$ cat src/pkg/ldm_pkg.sv
// Constants and types of the line diagnostics control bank
`default_nettype none
package ldm_pkg;
    // ----------------------------------------
    // Register map
    // ----------------------------------------
    localparam logic [7:0] OFF_PATTERN = 8'h0d;
    localparam logic [7:0] OFF_LOOP = 8'h0e;
    localparam logic [7:0] OFF_LEN = 8'h0f;
    localparam logic [7:0] OFF_TX_CODE = 8'h10;
    localparam logic [7:0] OFF_RX_ACT = 8'h11;
    localparam logic [7:0] OFF_RX_DEACT = 8'h12;
    localparam logic [7:0] RST_PATTERN = 8'h00;
    localparam logic [7:0] RST_LOOP = 8'h00;
    localparam logic [7:0] RST_LEN = 8'h01;
    localparam logic [7:0] RST_TX_CODE = 8'h01;
    localparam logic [7:0] RST_RX_ACT = 8'h01;
    localparam logic [7:0] RST_RX_DEACT = 8'h09;
    localparam logic [7:0] MASK_PATTERN = 8'h7f;
    localparam logic [7:0] MASK_LOOP = 8'h0f;
    localparam logic [7:0] MASK_LEN = 8'h3f;
    // ----------------------------------------
    // Field positions
    // ----------------------------------------
    localparam int SEQ_LSB = 5;
    localparam int REF_BIT = 4;
    localparam int INV_BIT = 3;
    localparam int LAC_BIT = 2;
    localparam int AIS_BIT = 1;
    localparam int AUTO_ONES_ON_LOSS_BIT = 0;
    localparam int AUTO_REMOTE_LOOP_EN_BIT = 3;
    localparam int RLP_BIT = 2;
    localparam int ALP_BIT = 1;
    localparam int DLP_BIT = 0;
    localparam int TX_LEN_LSB = 4;
    localparam int ACT_LEN_LSB = 2;
    localparam int DEACT_LEN_LSB = 0;
    localparam logic [2:0] CODE_LAST_MIN = 3'h4;
    // ----------------------------------------
    // Pseudo-random generators
    // ----------------------------------------
    localparam int E1_TAP_A = 14;
    localparam int E1_TAP_B = 13;
    localparam int T1_TAP_A = 19;
    localparam int T1_TAP_B = 16;
    localparam logic [19:0] LFSR_SEED = 20'h00001;
    // ----------------------------------------
    // Pin positions in the synchroniser
    // ----------------------------------------
    localparam int PIN_TX_CLK = 0;
    localparam int PIN_REF_CLK = 1;
    localparam int PIN_TX_DATA = 2;
    localparam int PIN_LOS = 3;
    localparam int PIN_RX_POS = 4;
    localparam int PIN_RX_NEG = 5;
    localparam int PIN_RX_CLK = 6;
    localparam int PIN_E1 = 7;

    typedef enum logic [1:0] {SEQ_NORMAL, SEQ_ONES, SEQ_PRBS, SEQ_CODE} ldm_seq_t;

    typedef struct packed {
        logic [7:0] addr;
        logic [7:0] wdata;
        logic wr;
        logic rd;
    } ldm_bus_t;

    typedef struct packed {
        logic e1_mode;
        logic rx_clock;
        logic rx_neg_rail;
        logic rx_pos_rail;
        logic los;
        logic tx_data;
        logic master_ref_clock;
        logic tx_line_clock;
    } ldm_pins_t;

    typedef struct packed {
        logic loss_alarm_criterion;
        logic pseudo_random_invert;
        logic auto_remote_loop_en;
        logic remote_loop_en;
        logic analog_loop_en;
        logic digital_loop_en;
        logic [1:0] rx_activate_code_len;
        logic [1:0] rx_deactivate_code_len;
        logic [7:0] rx_activate_code;
        logic [7:0] rx_deactivate_code;
    } ldm_cfg_t;

    typedef struct packed {
        logic [7:0] pattern;
        logic [7:0] loop;
        logic [7:0] len;
        logic [7:0] tx_code;
        logic [7:0] rx_act;
        logic [7:0] rx_deact;
        logic [7:0] rd_data;
        logic [7:0] sync1;
        logic [7:0] sync2;
        logic [1:0] prev;
        logic [19:0] lfsr;
        logic [4:0] zero_run;
        logic [2:0] code_idx;
        logic tx_data;
        logic tx_active;
        logic rx_pos;
        logic rx_neg;
        logic rx_clk;
        logic ais_phase;
    } ldm_state_t;
endpackage : ldm_pkg
`default_nettype wire

$ cat src/hw/ldm_ctrl.sv
// Line diagnostics control bank with pattern generator
//
// Decided for this implementation: the plain strobed port.
`timescale 1ns/10ps
`default_nettype none

// Notes on behaviour
// 00: normal data, or zeros with ref clock
// 01: transmit continuous all ones
// 10: PRBS 2^15-1 E1, QRSS 2^20-1 T1
// 11: repeat programmed transmit inband code
// Pattern timed by tx or master clock
// Invert bit inverts pseudo-random data
// Criterion bit selects loss/alarm rule set
// AIS on receive outputs during loss
// Auto ones during loss when select 00
// Auto remote loopback enable bit
// Remote loopback returns received data
// Analog loopback enable bit
// Digital loopback feeds transmit into receive
// Transmit code length 5 to 8, default 5
// Activate code length 5 to 8, default 5
// Deactivate code length resets to six bits
// Transmit code register, default 00001
// Activate code register, default 00001
// Deactivate code register, default 001001
// Reserved bits read zero, writes ignored
module ldm_ctrl #(
    parameter int QRSS_ZERO_RUN = 14
) (
    input wire logic CORE_CLK, // 40 MHz core clock
    input wire logic SRST, // Synchronous reset
    input wire ldm_pkg::ldm_bus_t BUS, // Register access
    input wire ldm_pkg::ldm_pins_t PINS, // Line side pins
    output logic [7:0] RD_DATA, // Read data
    output logic TX_LINE_DATA, // Transmit bit
    output logic TX_PATTERN_ACTIVE, // Pattern inserted
    output logic RX_POS_RAIL, // Receive positive rail
    output logic RX_NEG_RAIL, // Receive negative rail
    output logic RX_CLOCK, // Receive clock out
    output ldm_pkg::ldm_cfg_t CFG // Settings for detectors
);

    // ----------------------------------------
    // Parameter check
    // ----------------------------------------
    if (QRSS_ZERO_RUN < 1 || QRSS_ZERO_RUN > 31) begin : g_bad
        $error("QRSS_ZERO_RUN out of range");
    end

    localparam logic [4:0] ZERO_LIMIT = 5'(QRSS_ZERO_RUN);

    ldm_pkg::ldm_state_t s;
    ldm_pkg::ldm_state_t next_s;
    ldm_pkg::ldm_seq_t seq;
    logic tick_tx;
    logic tick_ref;
    logic tick;
    logic use_ref;
    logic los;
    logic e1;
    logic ones_on_loss;
    logic ais_on;
    logic prbs_raw;
    logic prbs_bit;
    logic code_bit;
    logic src_bit;
    logic fb;
    logic [2:0] code_last;
    logic [2:0] code_cur;

    // ----------------------------------------
    // Decoded controls
    // ----------------------------------------
    assign seq = ldm_pkg::ldm_seq_t'(s.pattern[ldm_pkg::SEQ_LSB +: 2]);
    assign use_ref = s.pattern[ldm_pkg::REF_BIT];
    assign tick_tx = s.sync2[ldm_pkg::PIN_TX_CLK] & ~s.prev[0];
    assign tick_ref = s.sync2[ldm_pkg::PIN_REF_CLK] & ~s.prev[1];
    assign tick = use_ref ? tick_ref : tick_tx;
    assign los = s.sync2[ldm_pkg::PIN_LOS];
    assign e1 = s.sync2[ldm_pkg::PIN_E1];
    assign ones_on_loss = s.pattern[ldm_pkg::AUTO_ONES_ON_LOSS_BIT] & los;
    assign ais_on = s.pattern[ldm_pkg::AIS_BIT] & los;
    assign code_last = ldm_pkg::CODE_LAST_MIN + {1'b0, s.len[ldm_pkg::TX_LEN_LSB +: 2]};
    assign code_cur = (s.code_idx > code_last) ? code_last : s.code_idx;
    assign code_bit = s.tx_code[code_cur];

    // ----------------------------------------
    // Next state
    // ----------------------------------------
    always_comb begin
        next_s = s;
        next_s.rd_data = '0;
        next_s.sync1 = PINS;
        next_s.sync2 = s.sync1;
        next_s.prev = {s.sync2[ldm_pkg::PIN_REF_CLK], s.sync2[ldm_pkg::PIN_TX_CLK]};
        fb = 1'b0;
        prbs_raw = 1'b0;
        prbs_bit = 1'b0;
        src_bit = 1'b0;

        // Register writes, reserved bits masked off
        if (BUS.wr) begin
            if (BUS.addr == ldm_pkg::OFF_PATTERN) begin
                next_s.pattern = BUS.wdata & ldm_pkg::MASK_PATTERN;
            end else if (BUS.addr == ldm_pkg::OFF_LOOP) begin
                next_s.loop = BUS.wdata & ldm_pkg::MASK_LOOP;
            end else if (BUS.addr == ldm_pkg::OFF_LEN) begin
                next_s.len = BUS.wdata & ldm_pkg::MASK_LEN;
            end else if (BUS.addr == ldm_pkg::OFF_TX_CODE) begin
                next_s.tx_code = BUS.wdata;
            end else if (BUS.addr == ldm_pkg::OFF_RX_ACT) begin
                next_s.rx_act = BUS.wdata;
            end else if (BUS.addr == ldm_pkg::OFF_RX_DEACT) begin
                next_s.rx_deact = BUS.wdata;
            end
        end

        // Register reads, unmapped reads zero
        if (BUS.rd) begin
            if (BUS.addr == ldm_pkg::OFF_PATTERN) begin
                next_s.rd_data = s.pattern;
            end else if (BUS.addr == ldm_pkg::OFF_LOOP) begin
                next_s.rd_data = s.loop;
            end else if (BUS.addr == ldm_pkg::OFF_LEN) begin
                next_s.rd_data = s.len;
            end else if (BUS.addr == ldm_pkg::OFF_TX_CODE) begin
                next_s.rd_data = s.tx_code;
            end else if (BUS.addr == ldm_pkg::OFF_RX_ACT) begin
                next_s.rd_data = s.rx_act;
            end else if (BUS.addr == ldm_pkg::OFF_RX_DEACT) begin
                next_s.rd_data = s.rx_deact;
            end
        end

        // Pseudo-random source, stepped on each pattern tick
        if (e1) begin
            fb = s.lfsr[ldm_pkg::E1_TAP_A] ^ s.lfsr[ldm_pkg::E1_TAP_B];
            prbs_raw = s.lfsr[ldm_pkg::E1_TAP_A];
            prbs_bit = prbs_raw;
        end else begin
            fb = s.lfsr[ldm_pkg::T1_TAP_A] ^ s.lfsr[ldm_pkg::T1_TAP_B];
            prbs_raw = s.lfsr[ldm_pkg::T1_TAP_A];
            // Zero suppression of the quasi-random signal
            prbs_bit = (s.zero_run >= ZERO_LIMIT) ? 1'b1 : prbs_raw;
        end
        prbs_bit = prbs_bit ^ s.pattern[ldm_pkg::INV_BIT];

        // Remote loopback replaces the normal transmit source
        if (s.loop[ldm_pkg::RLP_BIT]) begin
            src_bit = s.sync2[ldm_pkg::PIN_RX_POS];
        end else begin
            src_bit = s.sync2[ldm_pkg::PIN_TX_DATA];
        end

        if (tick) begin
            next_s.lfsr = {s.lfsr[18:0], fb};
            // Keep the generator out of the all-zero lock state
            if ({s.lfsr[18:0], fb} == 20'h00000) begin
                next_s.lfsr = ldm_pkg::LFSR_SEED;
            end
            if (prbs_raw || s.zero_run == 5'h1f) begin
                next_s.zero_run = 5'h00;
            end else begin
                next_s.zero_run = s.zero_run + 5'h01;
            end
            next_s.code_idx = (code_cur == 3'h0) ? code_last : code_cur - 3'h1;
            case (seq)
                ldm_pkg::SEQ_NORMAL: begin
                    if (ones_on_loss) begin
                        next_s.tx_data = 1'b1;
                    end else if (use_ref) begin
                        next_s.tx_data = 1'b0;
                    end else begin
                        next_s.tx_data = src_bit;
                    end
                end
                ldm_pkg::SEQ_ONES: begin
                    next_s.tx_data = 1'b1;
                end
                ldm_pkg::SEQ_PRBS: begin
                    next_s.tx_data = prbs_bit;
                end
                ldm_pkg::SEQ_CODE: begin
                    next_s.tx_data = code_bit;
                end
                default: begin
                    next_s.tx_data = src_bit;
                end
            endcase
            next_s.tx_active = (seq != ldm_pkg::SEQ_NORMAL) || use_ref || ones_on_loss;
        end

        // Receive side: alarm fill, digital loopback or pass-through
        if (ais_on) begin
            if (tick_ref) begin
                next_s.ais_phase = ~s.ais_phase;
            end
            next_s.rx_pos = s.ais_phase;
            next_s.rx_neg = ~s.ais_phase;
            next_s.rx_clk = s.sync2[ldm_pkg::PIN_REF_CLK];
        end else if (s.loop[ldm_pkg::DLP_BIT]) begin
            next_s.rx_pos = s.tx_data;
            next_s.rx_neg = 1'b0;
            next_s.rx_clk = s.sync2[ldm_pkg::PIN_TX_CLK];
        end else begin
            next_s.rx_pos = s.sync2[ldm_pkg::PIN_RX_POS];
            next_s.rx_neg = s.sync2[ldm_pkg::PIN_RX_NEG];
            next_s.rx_clk = s.sync2[ldm_pkg::PIN_RX_CLK];
        end
    end

    // ----------------------------------------
    // State register
    // ----------------------------------------
    always_ff @(posedge CORE_CLK) begin
        if (SRST) begin
            s <= '0;
            s.pattern <= ldm_pkg::RST_PATTERN;
            s.loop <= ldm_pkg::RST_LOOP;
            s.len <= ldm_pkg::RST_LEN;
            s.tx_code <= ldm_pkg::RST_TX_CODE;
            s.rx_act <= ldm_pkg::RST_RX_ACT;
            s.rx_deact <= ldm_pkg::RST_RX_DEACT;
            s.lfsr <= ldm_pkg::LFSR_SEED;
        end else begin
            s <= next_s;
        end
    end

    // ----------------------------------------
    // Outputs
    // ----------------------------------------
    assign RD_DATA = s.rd_data;
    assign TX_LINE_DATA = s.tx_data;
    assign TX_PATTERN_ACTIVE = s.tx_active;
    assign RX_POS_RAIL = s.rx_pos;
    assign RX_NEG_RAIL = s.rx_neg;
    assign RX_CLOCK = s.rx_clk;
    assign CFG.loss_alarm_criterion = s.pattern[ldm_pkg::LAC_BIT];
    assign CFG.pseudo_random_invert = s.pattern[ldm_pkg::INV_BIT];
    assign CFG.auto_remote_loop_en = s.loop[ldm_pkg::AUTO_REMOTE_LOOP_EN_BIT];
    assign CFG.remote_loop_en = s.loop[ldm_pkg::RLP_BIT];
    assign CFG.analog_loop_en = s.loop[ldm_pkg::ALP_BIT];
    assign CFG.digital_loop_en = s.loop[ldm_pkg::DLP_BIT];
    assign CFG.rx_activate_code_len = s.len[ldm_pkg::ACT_LEN_LSB +: 2];
    assign CFG.rx_deactivate_code_len = s.len[ldm_pkg::DEACT_LEN_LSB +: 2];
    assign CFG.rx_activate_code = s.rx_act;
    assign CFG.rx_deactivate_code = s.rx_deact;

    // ----------------------------------------
    // Checks
    // ----------------------------------------
    reset_values_a: assert property (
        @(posedge CORE_CLK) SRST |=> (s.len == ldm_pkg::RST_LEN)
            && (s.tx_code == ldm_pkg::RST_TX_CODE) && (s.rx_deact == ldm_pkg::RST_RX_DEACT))
        else $error("Register reset values wrong");

    reserved_zero_a: assert property (
        @(posedge CORE_CLK) disable iff (SRST)
        BUS.rd && BUS.addr == ldm_pkg::OFF_LOOP |=> RD_DATA[7:4] == 4'h0
            && RD_DATA[3:0] == $past(s.loop[3:0]))
        else $error("Loop register read wrong");

    ones_insert_a: assert property (
        @(posedge CORE_CLK) disable iff (SRST)
        tick && seq == ldm_pkg::SEQ_ONES |=> TX_LINE_DATA && TX_PATTERN_ACTIVE)
        else $error("All ones not sent");

    zero_insert_a: assert property (
        @(posedge CORE_CLK) disable iff (SRST)
        tick && seq == ldm_pkg::SEQ_NORMAL && use_ref && !ones_on_loss |=> !TX_LINE_DATA)
        else $error("All zeros not sent");

    auto_ones_a: assert property (
        @(posedge CORE_CLK) disable iff (SRST)
        tick && seq == ldm_pkg::SEQ_NORMAL && ones_on_loss |=> TX_LINE_DATA)
        else $error("Ones during loss not sent");

    clock_select_a: assert property (
        @(posedge CORE_CLK) disable iff (SRST)
        use_ref && !tick_ref && !BUS.wr |=> $stable(TX_LINE_DATA))
        else $error("Pattern moved off its clock");

    prbs_invert_a: assert property (
        @(posedge CORE_CLK) disable iff (SRST)
        tick && seq == ldm_pkg::SEQ_PRBS && e1
            |=> TX_LINE_DATA == ($past(s.lfsr[ldm_pkg::E1_TAP_A])
            ^ $past(s.pattern[ldm_pkg::INV_BIT])))
        else $error("PRBS inversion wrong");

    ais_fill_a: assert property (
        @(posedge CORE_CLK) disable iff (SRST)
        ais_on |=> RX_CLOCK == $past(s.sync2[ldm_pkg::PIN_REF_CLK])
            && RX_POS_RAIL != RX_NEG_RAIL)
        else $error("AIS fill missing");

    digital_loop_a: assert property (
        @(posedge CORE_CLK) disable iff (SRST)
        s.loop[ldm_pkg::DLP_BIT] && !ais_on
            |=> RX_POS_RAIL == $past(s.tx_data) && !RX_NEG_RAIL)
        else $error("Digital loopback wrong");

    // ----------------------------------------
    // Checks of transmit source, receive path and registers
    // ----------------------------------------
    qrss_output_a: assert property (
        @(posedge CORE_CLK) disable iff (SRST)
        tick && seq == ldm_pkg::SEQ_PRBS && !e1
            |=> TX_LINE_DATA == (($past(s.lfsr[ldm_pkg::T1_TAP_A])
            || ($past(s.zero_run) >= ZERO_LIMIT)) ^ $past(s.pattern[ldm_pkg::INV_BIT])))
        else $error("Quasi-random output wrong");

    lfsr_live_a: assert property (
        @(posedge CORE_CLK) disable iff (SRST)
        s.lfsr != '0)
        else $error("Generator stuck at zero");

    code_insert_a: assert property (
        @(posedge CORE_CLK) disable iff (SRST)
        tick && seq == ldm_pkg::SEQ_CODE |=> TX_LINE_DATA == $past(s.tx_code[code_cur]))
        else $error("Inband code bit wrong");

    code_index_a: assert property (
        @(posedge CORE_CLK) disable iff (SRST)
        tick |=> s.code_idx <= $past(code_last))
        else $error("Code index beyond length");

    remote_loop_a: assert property (
        @(posedge CORE_CLK) disable iff (SRST)
        tick && seq == ldm_pkg::SEQ_NORMAL && !use_ref && !ones_on_loss
            && s.loop[ldm_pkg::RLP_BIT]
            |=> TX_LINE_DATA == $past(s.sync2[ldm_pkg::PIN_RX_POS]))
        else $error("Remote loopback data wrong");

    rx_pass_a: assert property (
        @(posedge CORE_CLK) disable iff (SRST)
        !ais_on && !s.loop[ldm_pkg::DLP_BIT]
            |=> RX_POS_RAIL == $past(s.sync2[ldm_pkg::PIN_RX_POS])
            && RX_NEG_RAIL == $past(s.sync2[ldm_pkg::PIN_RX_NEG])
            && RX_CLOCK == $past(s.sync2[ldm_pkg::PIN_RX_CLK]))
        else $error("Receive pass-through wrong");

    reserved_bits_a: assert property (
        @(posedge CORE_CLK) disable iff (SRST)
        (s.pattern & ~ldm_pkg::MASK_PATTERN) == 8'h00
            && (s.loop & ~ldm_pkg::MASK_LOOP) == 8'h00
            && (s.len & ~ldm_pkg::MASK_LEN) == 8'h00)
        else $error("Reserved bit stored");

    idle_read_a: assert property (
        @(posedge CORE_CLK) disable iff (SRST)
        !BUS.rd |=> RD_DATA == 8'h00)
        else $error("Read data without read");

endmodule : ldm_ctrl
`default_nettype wire

$ cat config.mk
export PLATFORM = sky130hd
export DESIGN_NAME = ldm_ctrl
export DESIGN_NICKNAME = d
export VERILOG_FILES = /design/src/pkg/ldm_pkg.sv /design/src/hw/ldm_ctrl.sv
export SDC_FILE = /design/constraint.sdc
export NUM_CORES = 1
export LEC_CHECK = 0
export BUFFER_PORTS_ARGS = -buffer_cell sky130_fd_sc_hd__buf_2
export CAP_MARGIN = 40
export CORE_ASPECT_RATIO = 1.5
export CORE_UTILIZATION = 48
export DETAILED_ROUTE_END_ITERATION = 8
export PLACE_DENSITY = 0.79
export RECOVER_POWER = 50
export SYNTH_ARGS = -nofsm -noshare
export SYNTH_HDL_FRONTEND = slang
export SYNTH_SLANG_ARGS = --single-unit
$ cat constraint.sdc
create_clock -name CORE_CLK -period 2.2 [get_ports CORE_CLK]
set_clock_uncertainty 0.1 [all_clocks]
set_input_delay 0.33 -clock CORE_CLK [delete_from_list [all_inputs] [get_ports CORE_CLK]]
set_output_delay 0.33 -clock CORE_CLK [all_outputs]
set_load 0.1 [all_outputs]
==> results of run 1 <==
layout make-up:
class                           instances  area (um2)  share of cell area
Sequential cell                       101        2020               0.395
Multi-Input combinational cell        348        2110               0.412
Timing Repair Buffer                   92         497              0.0968
Clock buffer                           11         253              0.0493
Inverter                               15        56.3              0.0110
Clock inverter                          3        46.3             0.00902
Tap cell                              112         140              0.0273
Yosys cell counts, types with 3 or more instances:
library cell	n
dfxtp_1	101
nand2_1	71
nor2_1	50
a21oi_1	47
buf_4	36
mux2i_1	36
nor2b_1	26
nand3_1	20
o21ai_0	17
inv_1	15
clkbuf_1	13
a22oi_1	8
ha_1	8
buf_2	7
nor3_1	7
a211o_1	5
a211oi_1	4
and3_1	4
nor4_1	4
o211ai_1	4
buf_6	3
mux2_2	3
worst max path at each step:
stage	start	slack, ns	endpoint	cells past startpoint
after detailed placement	s[89]	-0.03	s[6]	11
after global routing	s[89]	-0.10	s[6]	11
final	s[89]	0.001	s[6]	11
after global placement	s[89]	0.1	s[6]	11
after floorplan	s[7]	0.03	s[6]	10
after CTS	s[6]	0.006	s[6]	11
layer usage:
metal  up-vias  GRT usage  wire [um]
met4         0      0.152        546
met5         -          0          0
met2       151      0.395       5480
met3        45     0.0504        561
li1       1843          -          -
met1      1819      0.234       3990
sequential cells by signal, indices dropped and copies added, names as in the netlist, 8 cells and up:
register	flops
CFG	26
s	50
next_s	10
RD_DATA	8
worst max-delay path, delay by kind of cell (launching register included):
| kind | cells | cell delay (ns) |
|---|---|---|
| fa+ha+maj | 3 | 0.61 |
| simple gates | 2 | 0.23 |
| mux | 1 | 0.31 |
| compound gates | 4 | 0.51 |
| flops | 1 | 0.33 |
| buf+inv | 1 | 0.05 |
logic make-up (layout without fill, tap and decap cells):
kind of cell               count (synthesis)  count (layout)  share of synthesized area
DFF                                      101             101                      0.443
muxes                                     39              39                     0.0864
adders and majority gates                  8               8                     0.0219
AOI/OAI and AO/OA                        100             100                      0.136
and+or+nand+nor                          198             198                      0.207
buffers and inverters                     76             121                     0.0990
xor gates and xnor gates                   3               3                    0.00576
timing repair:
item | CTS | global route
endpoints found under the hold margin | 0 | 0
pin swaps | 6 | 4
setup buffers | 3 | 1
hold buffers | 0 | 0
setup endpoints to repair | 2 | 3
resized for setup | 2 | 5
where the power goes:
part / switching [mW] / leakage [nW] / internal (mW)
Clock: 0.649 / 0.144 / 0.932
Sequential: 0.0137 / 0.819 / 1.85
Combinational: 0.148 / 1.17 / 0.0688
stage by stage:
step	total power [mW]	instances	TNS, ns	hold slack (ns)	setup slack, ns
after floorplan	2.05	525	0	0.314	0.0309
after detailed placement	2.12	664	-0.0337	0.323	-0.0337
after global placement	2.12	664	0	0.319	0.0991
after CTS	3.69	681	0	0.0884	0.00592
final	3.66	682	0	0.0943	0.00106
after global routing	3.79	682	-0.163	0.0983	-0.104
==> flow_summary.ini, run 1 <==
[placement]
gp_congestion = 0.880
io_buffers = 66
dpl_cell_area_um2 = 4840
hpwlAfterDp_mm = 7.62

[clocking]
numCtsBuffers = 9
htreeDepth = 3
clockBufferDepth = 2
cts_tree = done
insertion_delay_ns = 0.34
path_clk_slew_ns = 0.07
root_buffer = clkbuf_16
cts_sinks = 101

[route]
drtIter0Drc = 224
ant_nets = 0
drc = 0
routed_via_density = 5.66
wl_per_cell_um = 15.5
dr.pass1.iters = 5
vias = 3858
routed_wl_mm = 10.6

[floorplanning]
chipHeight_um = 121
start_util = 0.493
boundaryPins = 67
core.rowCount = 43
die_w_um = 81.6
design.core.area_um2 = 9250
die-area_um2 = 9900

[power_and_ir_drop]
p_per_area_nw_per_um2 = 714
p_leak_nw = 2.14
peakVddDrop_mv = 0.402

[global_routing]
antenna_found_initial = 0
gr-total-overflow = 0
grt_pass1_wl_mm = 17.0
grt_max_degree = 37
grt_use_total = 0.226
first_global_vias = 3711

[sta]
fin_crit_sh = 1.00
finalHoldViolations = 0
finalSetupViolCount = 0
rsz0062_at_grt = yes
relSlewSlack = 0.207
max_freq_mhz = 455
drv_slew = 0
timing.final.crit_period_ns = 2.20
worst_slew_pin_slew_ns = 1.19

[worst_hold_path]
holdPathStages = 2
worstHoldPathType = in2reg
hp-start = PINS[3]
hold_end = next_s[39]

[worst_setup_path]
ff2ff_path_depth = 11
r2r_end = s[6]
worstPathRequired_ns = 2.37
worst_setup_path_end_kind = flip-flop
r2r_slack_ns = 0.001
arrival_ns = 2.37
path_class = reg2reg
crit_path_frequent_cell = ha_4
cp_slowest_cell = dfxtp_2
r2r-start = s[89]
start_kind = flip-flop
crit_chain = inv_2, ha_4, nor2b_4, o211ai_4, mux2i_2, ha_2, ha_4, a21oi_2, nor2_1, o21ai_1, a21oi_1
critPathMaxStageDelay_ns = 0.33
path_max_fanout = 5

[cells_and_area]
drive_gt1_frac = 0.198
final_core_util = 0.554
n_antenna_cell = 0
fin_area_um2 = 5130
syn_to_final_growth_pct = 12.5
n_fill_cell = 849
layout_commonest_cell = dfxtp_1
fin_nets = 603
most-common-layout-cells = dfxtp_1 (99), nand2_1 (70), nor2_1 (50)

[synthesis]
syn-instance-count = 525
synth_area_um2 = 4560
yosysSeqAreaShare = 0.443
netlist-cell-type-count = 51
ys_warn_count = 0
yosysTopAreaCell = dfxtp_1
synth_top_area_frac = 0.443
synthTopCellsByArea = dfxtp_1 (44%), mux2i_1 (7.9%), buf_4 (5.9%)
synth_edf_count = 0
ys_ff_latch = 101
yosys_most_used_dff = dfxtp_1
async_flop_share = 0
synth_area_per_cell_um2 = 8.69
synth.net_count = 561

[status]
status = finished clean

[run]
max_cap_viol_count = 0
No activity file was read; power rests on OpenSTA's default activity.
==> run 2: changes to the inputs <==
Settings changed: PLACE_DENSITY 0.79 to 0.73.
==> run 2 against run 1 <==
Compared with the run above:
- die area did not move
- sequential cell count unchanged
- register-to-register slack improved by 0.096 ns
- combinational power barely moved
- power shrank 1.3%
- count of clock-buffer cells in the layout unchanged
- highest routed layer unchanged
==> flow_summary.ini, run 2 (synthesized netlist as in run 1, its figures left out) <==
[cells_and_area]
regMostFlops = s
fin_cells = 683
n_antenna_cell = 0
fin_nets = 602
most-common-layout-cells = dfxtp_1 (100), nand2_1 (71), nor2_1 (50)
syn_to_final_growth_pct = 12.3
largest_reg_flops = 50
drive_gt1_frac = 0.198
layout_commonest_cell = dfxtp_1
n_fill_cell = 873

[floorplanning]
design.core.area_um2 = 9250
start_util = 0.493
core.rowCount = 43
chipHeight_um = 121
die_w_um = 81.6
boundaryPins = 67
die-area_um2 = 9900

[sta]
rsz0062_at_grt = yes
finalHoldViolations = 0
finalSetupViolCount = 0
fin_crit_sh = 0.956
relSlewSlack = 0.146
drv_slew = 0
worst_slew_pin_slew_ns = 1.28
max_freq_mhz = 476
setup_tns_ns = 0
timing.final.crit_period_ns = 2.10

[route]
vias = 3713
dr.pass1.iters = 5
routed_wl_mm = 10.3
drc = 0
wl_per_cell_um = 15.0
ant_nets = 0
routed_via_density = 5.44
drtIter0Drc = 188

[clocking]
htreeDepth = 3
cts_tree = done
post_cts_buffers = 0
path_clk_slew_ns = 0.07
clockBufferDepth = 2
numCtsBuffers = 9
cts_resized = 0
root_buffer = clkbuf_16
cts_sinks = 101
insertion_delay_ns = 0.34
hold_buffers = 0

[placement]
hpwlAfterDp_mm = 7.47
dpl.cell_count = 667
io_buffers = 66
gp_congestion = 0.937

[global_routing]
grt_max_degree = 31
gr-total-overflow = 0
antenna_found_initial = 0
grt_pass1_wl_mm = 16.5
grt_use_total = 0.219
first_global_vias = 3470

[worst_setup_path]
start_kind = flip-flop
worstPathRequired_ns = 2.36
ff2ff_path_depth = 11
worst_setup_path_end_kind = flip-flop
critPathCapture = s[6]
path_class = reg2reg
r2r-start = s[89]
r2r_end = s[6]
arrival_ns = 2.27
path_max_fanout = 5
r2r_slack_ns = 0.1
startpoint = s[89]

[power_and_ir_drop]
internal_power_mw = 2.76
clkPwrFrac = 0.425
seq_power_share = 0.516
p_sw_mw = 0.854
switching_share = 0.236
p_per_area_nw_per_um2 = 706
p_leak_nw = 2.14
combPwrFrac = 0.060
peakVddDrop_mv = 0.600

[worst_hold_path]
worstHoldPathType = in2reg

[status]
status = finished clean

[run]
max_cap_viol_count = 0
==> run 2: worst min path at each step <==
stage	slack [ns]	start	cells after the start	endpoint
finish	0.1	PINS[1]	2	next_s[37]
global route	0.09	PINS[3]	2	next_s[39]
CTS	0.09	PINS[3]	2	next_s[39]
detailed placement	0.32	next_s[42]	1	s[42]
global placement	0.32	next_s[38]	1	s[38]
floorplan	0.31	next_s[43]	1	e1
==> run 2: per-stage QoR <==
step	cell area, um2	util	worst slack (ns)	hold WS, ns	power [mW]
after global placement	4860	0.525	0.106	0.319	2.12
after global routing	5120	0.553	-0.0584	0.0884	3.75
after CTS	5150	0.557	0.0208	0.0883	3.65
after floorplan	4600	-	0.0309	0.314	2.05
after detailed placement	4860	0.525	0.0491	0.321	2.12
final	5120	0.553	0.0975	0.0966	3.62
==> run 2: final cells by class <==
type / count / area (um2) / area share
clock buffers: 11 / 253 / 0.0494
clock inverters: 5 / 41.3 / 0.00806
inverters: 15 / 56.3 / 0.0110
multi-input cells: 348 / 2110 / 0.412
flip-flops and latches: 101 / 2020 / 0.395
well taps: 112 / 140 / 0.0274
repair buffers: 91 / 497 / 0.0970
==> run 2: power groups by stage <==
| stage | combinational, mW | clock, mW | sequential (mW) |
|---|---|---|---|
| 2_1_floorplan | 0.120 | 0 | 1.93 |
| 3_3_place_gp | 0.215 | 0 | 1.91 |
| 3_5_place_dp | 0.218 | 0 | 1.91 |
| 4_1_cts | 0.219 | 1.56 | 1.86 |
| 5_1_grt | 0.236 | 1.65 | 1.87 |
| 6_report | 0.216 | 1.54 | 1.86 |
==> run 2: metal layers <==
| layer | GRT usage | share of wire |
|---|---|---|
| met1 | 0.247 | 0.39 |
| met2 | 0.370 | 0.51 |
| met3 | 0.0534 | 0.052 |
| met4 | 0.120 | 0.044 |
| met5 | 0 | 0 |
==> run 2: critical path, cell delays in order (launching register included) <==
cell and delay, ns:
dfxtp_2 0.34, inv_2 0.05, ha_4 0.20, nor2b_4 0.13, o211ai_4 0.22, mux2i_1 0.28, ha_2 0.23, ha_4 0.15
a21oi_2 0.03, nor2_1 0.08, o21ai_1 0.06, a21oi_1 0.15
==> run 3: changes to the inputs <==
Settings changed: CAP_MARGIN 40 to 20, SETUP_SLACK_MARGIN set to 0.5.
==> run 3 against run 2 <==
Compared with the run above:
- critical path depth is the same
- register-to-register slack lost 0.03 ns
- global-route usage grew 0.25 points
==> flow_summary.ini, run 3 (synthesized netlist as in run 1, its figures left out) <==
[status]
status = finished clean

[worst_hold_path]
holdPathStages = 2
hold_end = next_s[39]
hp-start = PINS[3]
worstHoldPathType = in2reg

[sta]
drv_slew = 0
relSlewSlack = 0.677
finalHoldViolations = 0
rsz0062_at_grt = yes
worst_slew_pin_slew_ns = 0.488
max_freq_mhz = 470
timing.final.crit_period_ns = 2.13
setup_tns_ns = 0
fin_crit_sh = 0.968
finalSetupViolCount = 0

[global_routing]
grt_use_total = 0.222
first_global_vias = 3538
grt_pass1_wl_mm = 16.5
antenna_found_initial = 0
grt_max_degree = 53
gr-total-overflow = 0

[clocking]
path_clk_slew_ns = 0.07
root_buffer = clkbuf_16
cts_sinks = 101
clockBufferDepth = 2
htreeDepth = 3
numCtsBuffers = 9
cts_tree = done
insertion_delay_ns = 0.35

[worst_setup_path]
r2r_end = s[6]
critPathMaxStageDelay_ns = 0.33
worst_setup_path_end_kind = flip-flop
crit_chain = inv_2, ha_4, nor2b_4, o211ai_4, mux2i_2, ha_2, ha_4, a21oi_2, nor2_1, o21ai_1, a21oi_1
r2r-start = s[89]
r2r_slack_ns = 0.07
start_kind = flip-flop
arrival_ns = 2.30
ff2ff_path_depth = 11
cp_slowest_cell = dfxtp_2
crit_path_frequent_cell = ha_4
worstPathRequired_ns = 2.38
path_max_fanout = 5
path_class = reg2reg

[placement]
io_buffers = 66
gp_congestion = 0.943
hpwlAfterDp_mm = 7.49
dpl_cell_area_um2 = 4900

[route]
drtIter0Drc = 226
vias = 3779
routed_via_density = 5.51
ant_nets = 0
routed_wl_mm = 10.3
dr.pass1.iters = 5
drc = 0
wl_per_cell_um = 15.0

[floorplanning]
start_util = 0.493
design.core.area_um2 = 9250
core.rowCount = 43
die-area_um2 = 9900
boundaryPins = 67
die_w_um = 81.6
chipHeight_um = 121

[power_and_ir_drop]
peakVddDrop_mv = 0.420
p_leak_nw = 2.25
p_per_area_nw_per_um2 = 684

[cells_and_area]
syn_to_final_growth_pct = 17.0
regMostFlops = s
largest_reg_flops = 50
drive_gt1_frac = 0.265
most-common-layout-cells = dfxtp_1 (93), nand2_1 (68), buf_2 (64)
fin_area_um2 = 5340
layout_commonest_cell = dfxtp_1
n_antenna_cell = 0
fin_nets = 607

[run]
max_cap_viol_count = 0
==> run 3: report_power, final <==
part,switching [mW],leakage [nW],internal (mW),total (mW)
Sequential,0.0138,0.822,1.85,1.87
Combinational,0.154,1.29,0.0807,0.235
Clock,0.676,0.138,0.874,1.55
Total,0.844,2.25,2.81,3.65
==> run 3: what timing repair did <==
item | 4_1_cts | 5_1_grt
buffers inserted | 2 | 2
pin swaps | 9 | 16
hold buffers | 0 | 0
gates cloned | 0 | 0
resized for setup | 16 | 19
endpoints found under the setup margin | 13 | 18
==> run 3: metal layers <==
metal | vias to the layer above | share of wire | global-route usage
met5 | - | 0 | 0
met1 | 1788 | 0.39 | 0.244
li1 | 1855 | - | -
met2 | 103 | 0.53 | 0.383
met3 | 33 | 0.039 | 0.0376
met4 | 0 | 0.046 | 0.138
==> run 3: critical path: cells and delay by family (launching register included) <==
kind	cells	cell delay (ns)
AND/OR/NAND/NOR	2	0.23
multiplexers	1	0.28
adder cells (fa/ha/maj)	3	0.61
buffers and inverters	1	0.05
flip-flops	1	0.33
AO/OA/AOI/OAI	4	0.47
==> run 3: final cells by class <==
type                    count  area (um2)
fillers                   820        3920
multi-input cells         348        2230
flip-flops and latches    101        2030
repair buffers             96         597
clock buffers               9         225
well taps                 112         140
clock inverters             5        60.1
inverters                  15        56.3
==> run 3: how the worst max path moves through the flow <==
stage | to | from | slack, ns
2_1_floorplan | s[6] | s[89] | 0.03
3_3_place_gp | s[6] | s[89] | 0.10
3_5_place_dp | s[6] | s[89] | 0.09
4_1_cts | TX_LINE_DATA | s[89] | 0.12
5_1_grt | s[7] | s[89] | -0.07
6_report | s[6] | s[89] | 0.07
==> run 3: stage by stage <==
step                hold slack (ns)  setup WS [ns]  utilization  power (mW)  instances
global placement              0.319          0.105        0.530        2.12        668
CTS                          0.0862          0.121        0.568        3.67        684
floorplan                     0.314         0.0342            -        2.05        525
global route                  0.102        -0.0713        0.577        3.78        686
finish                       0.0878         0.0711        0.577        3.65        686
detailed placement            0.323         0.0866        0.530        2.13        668
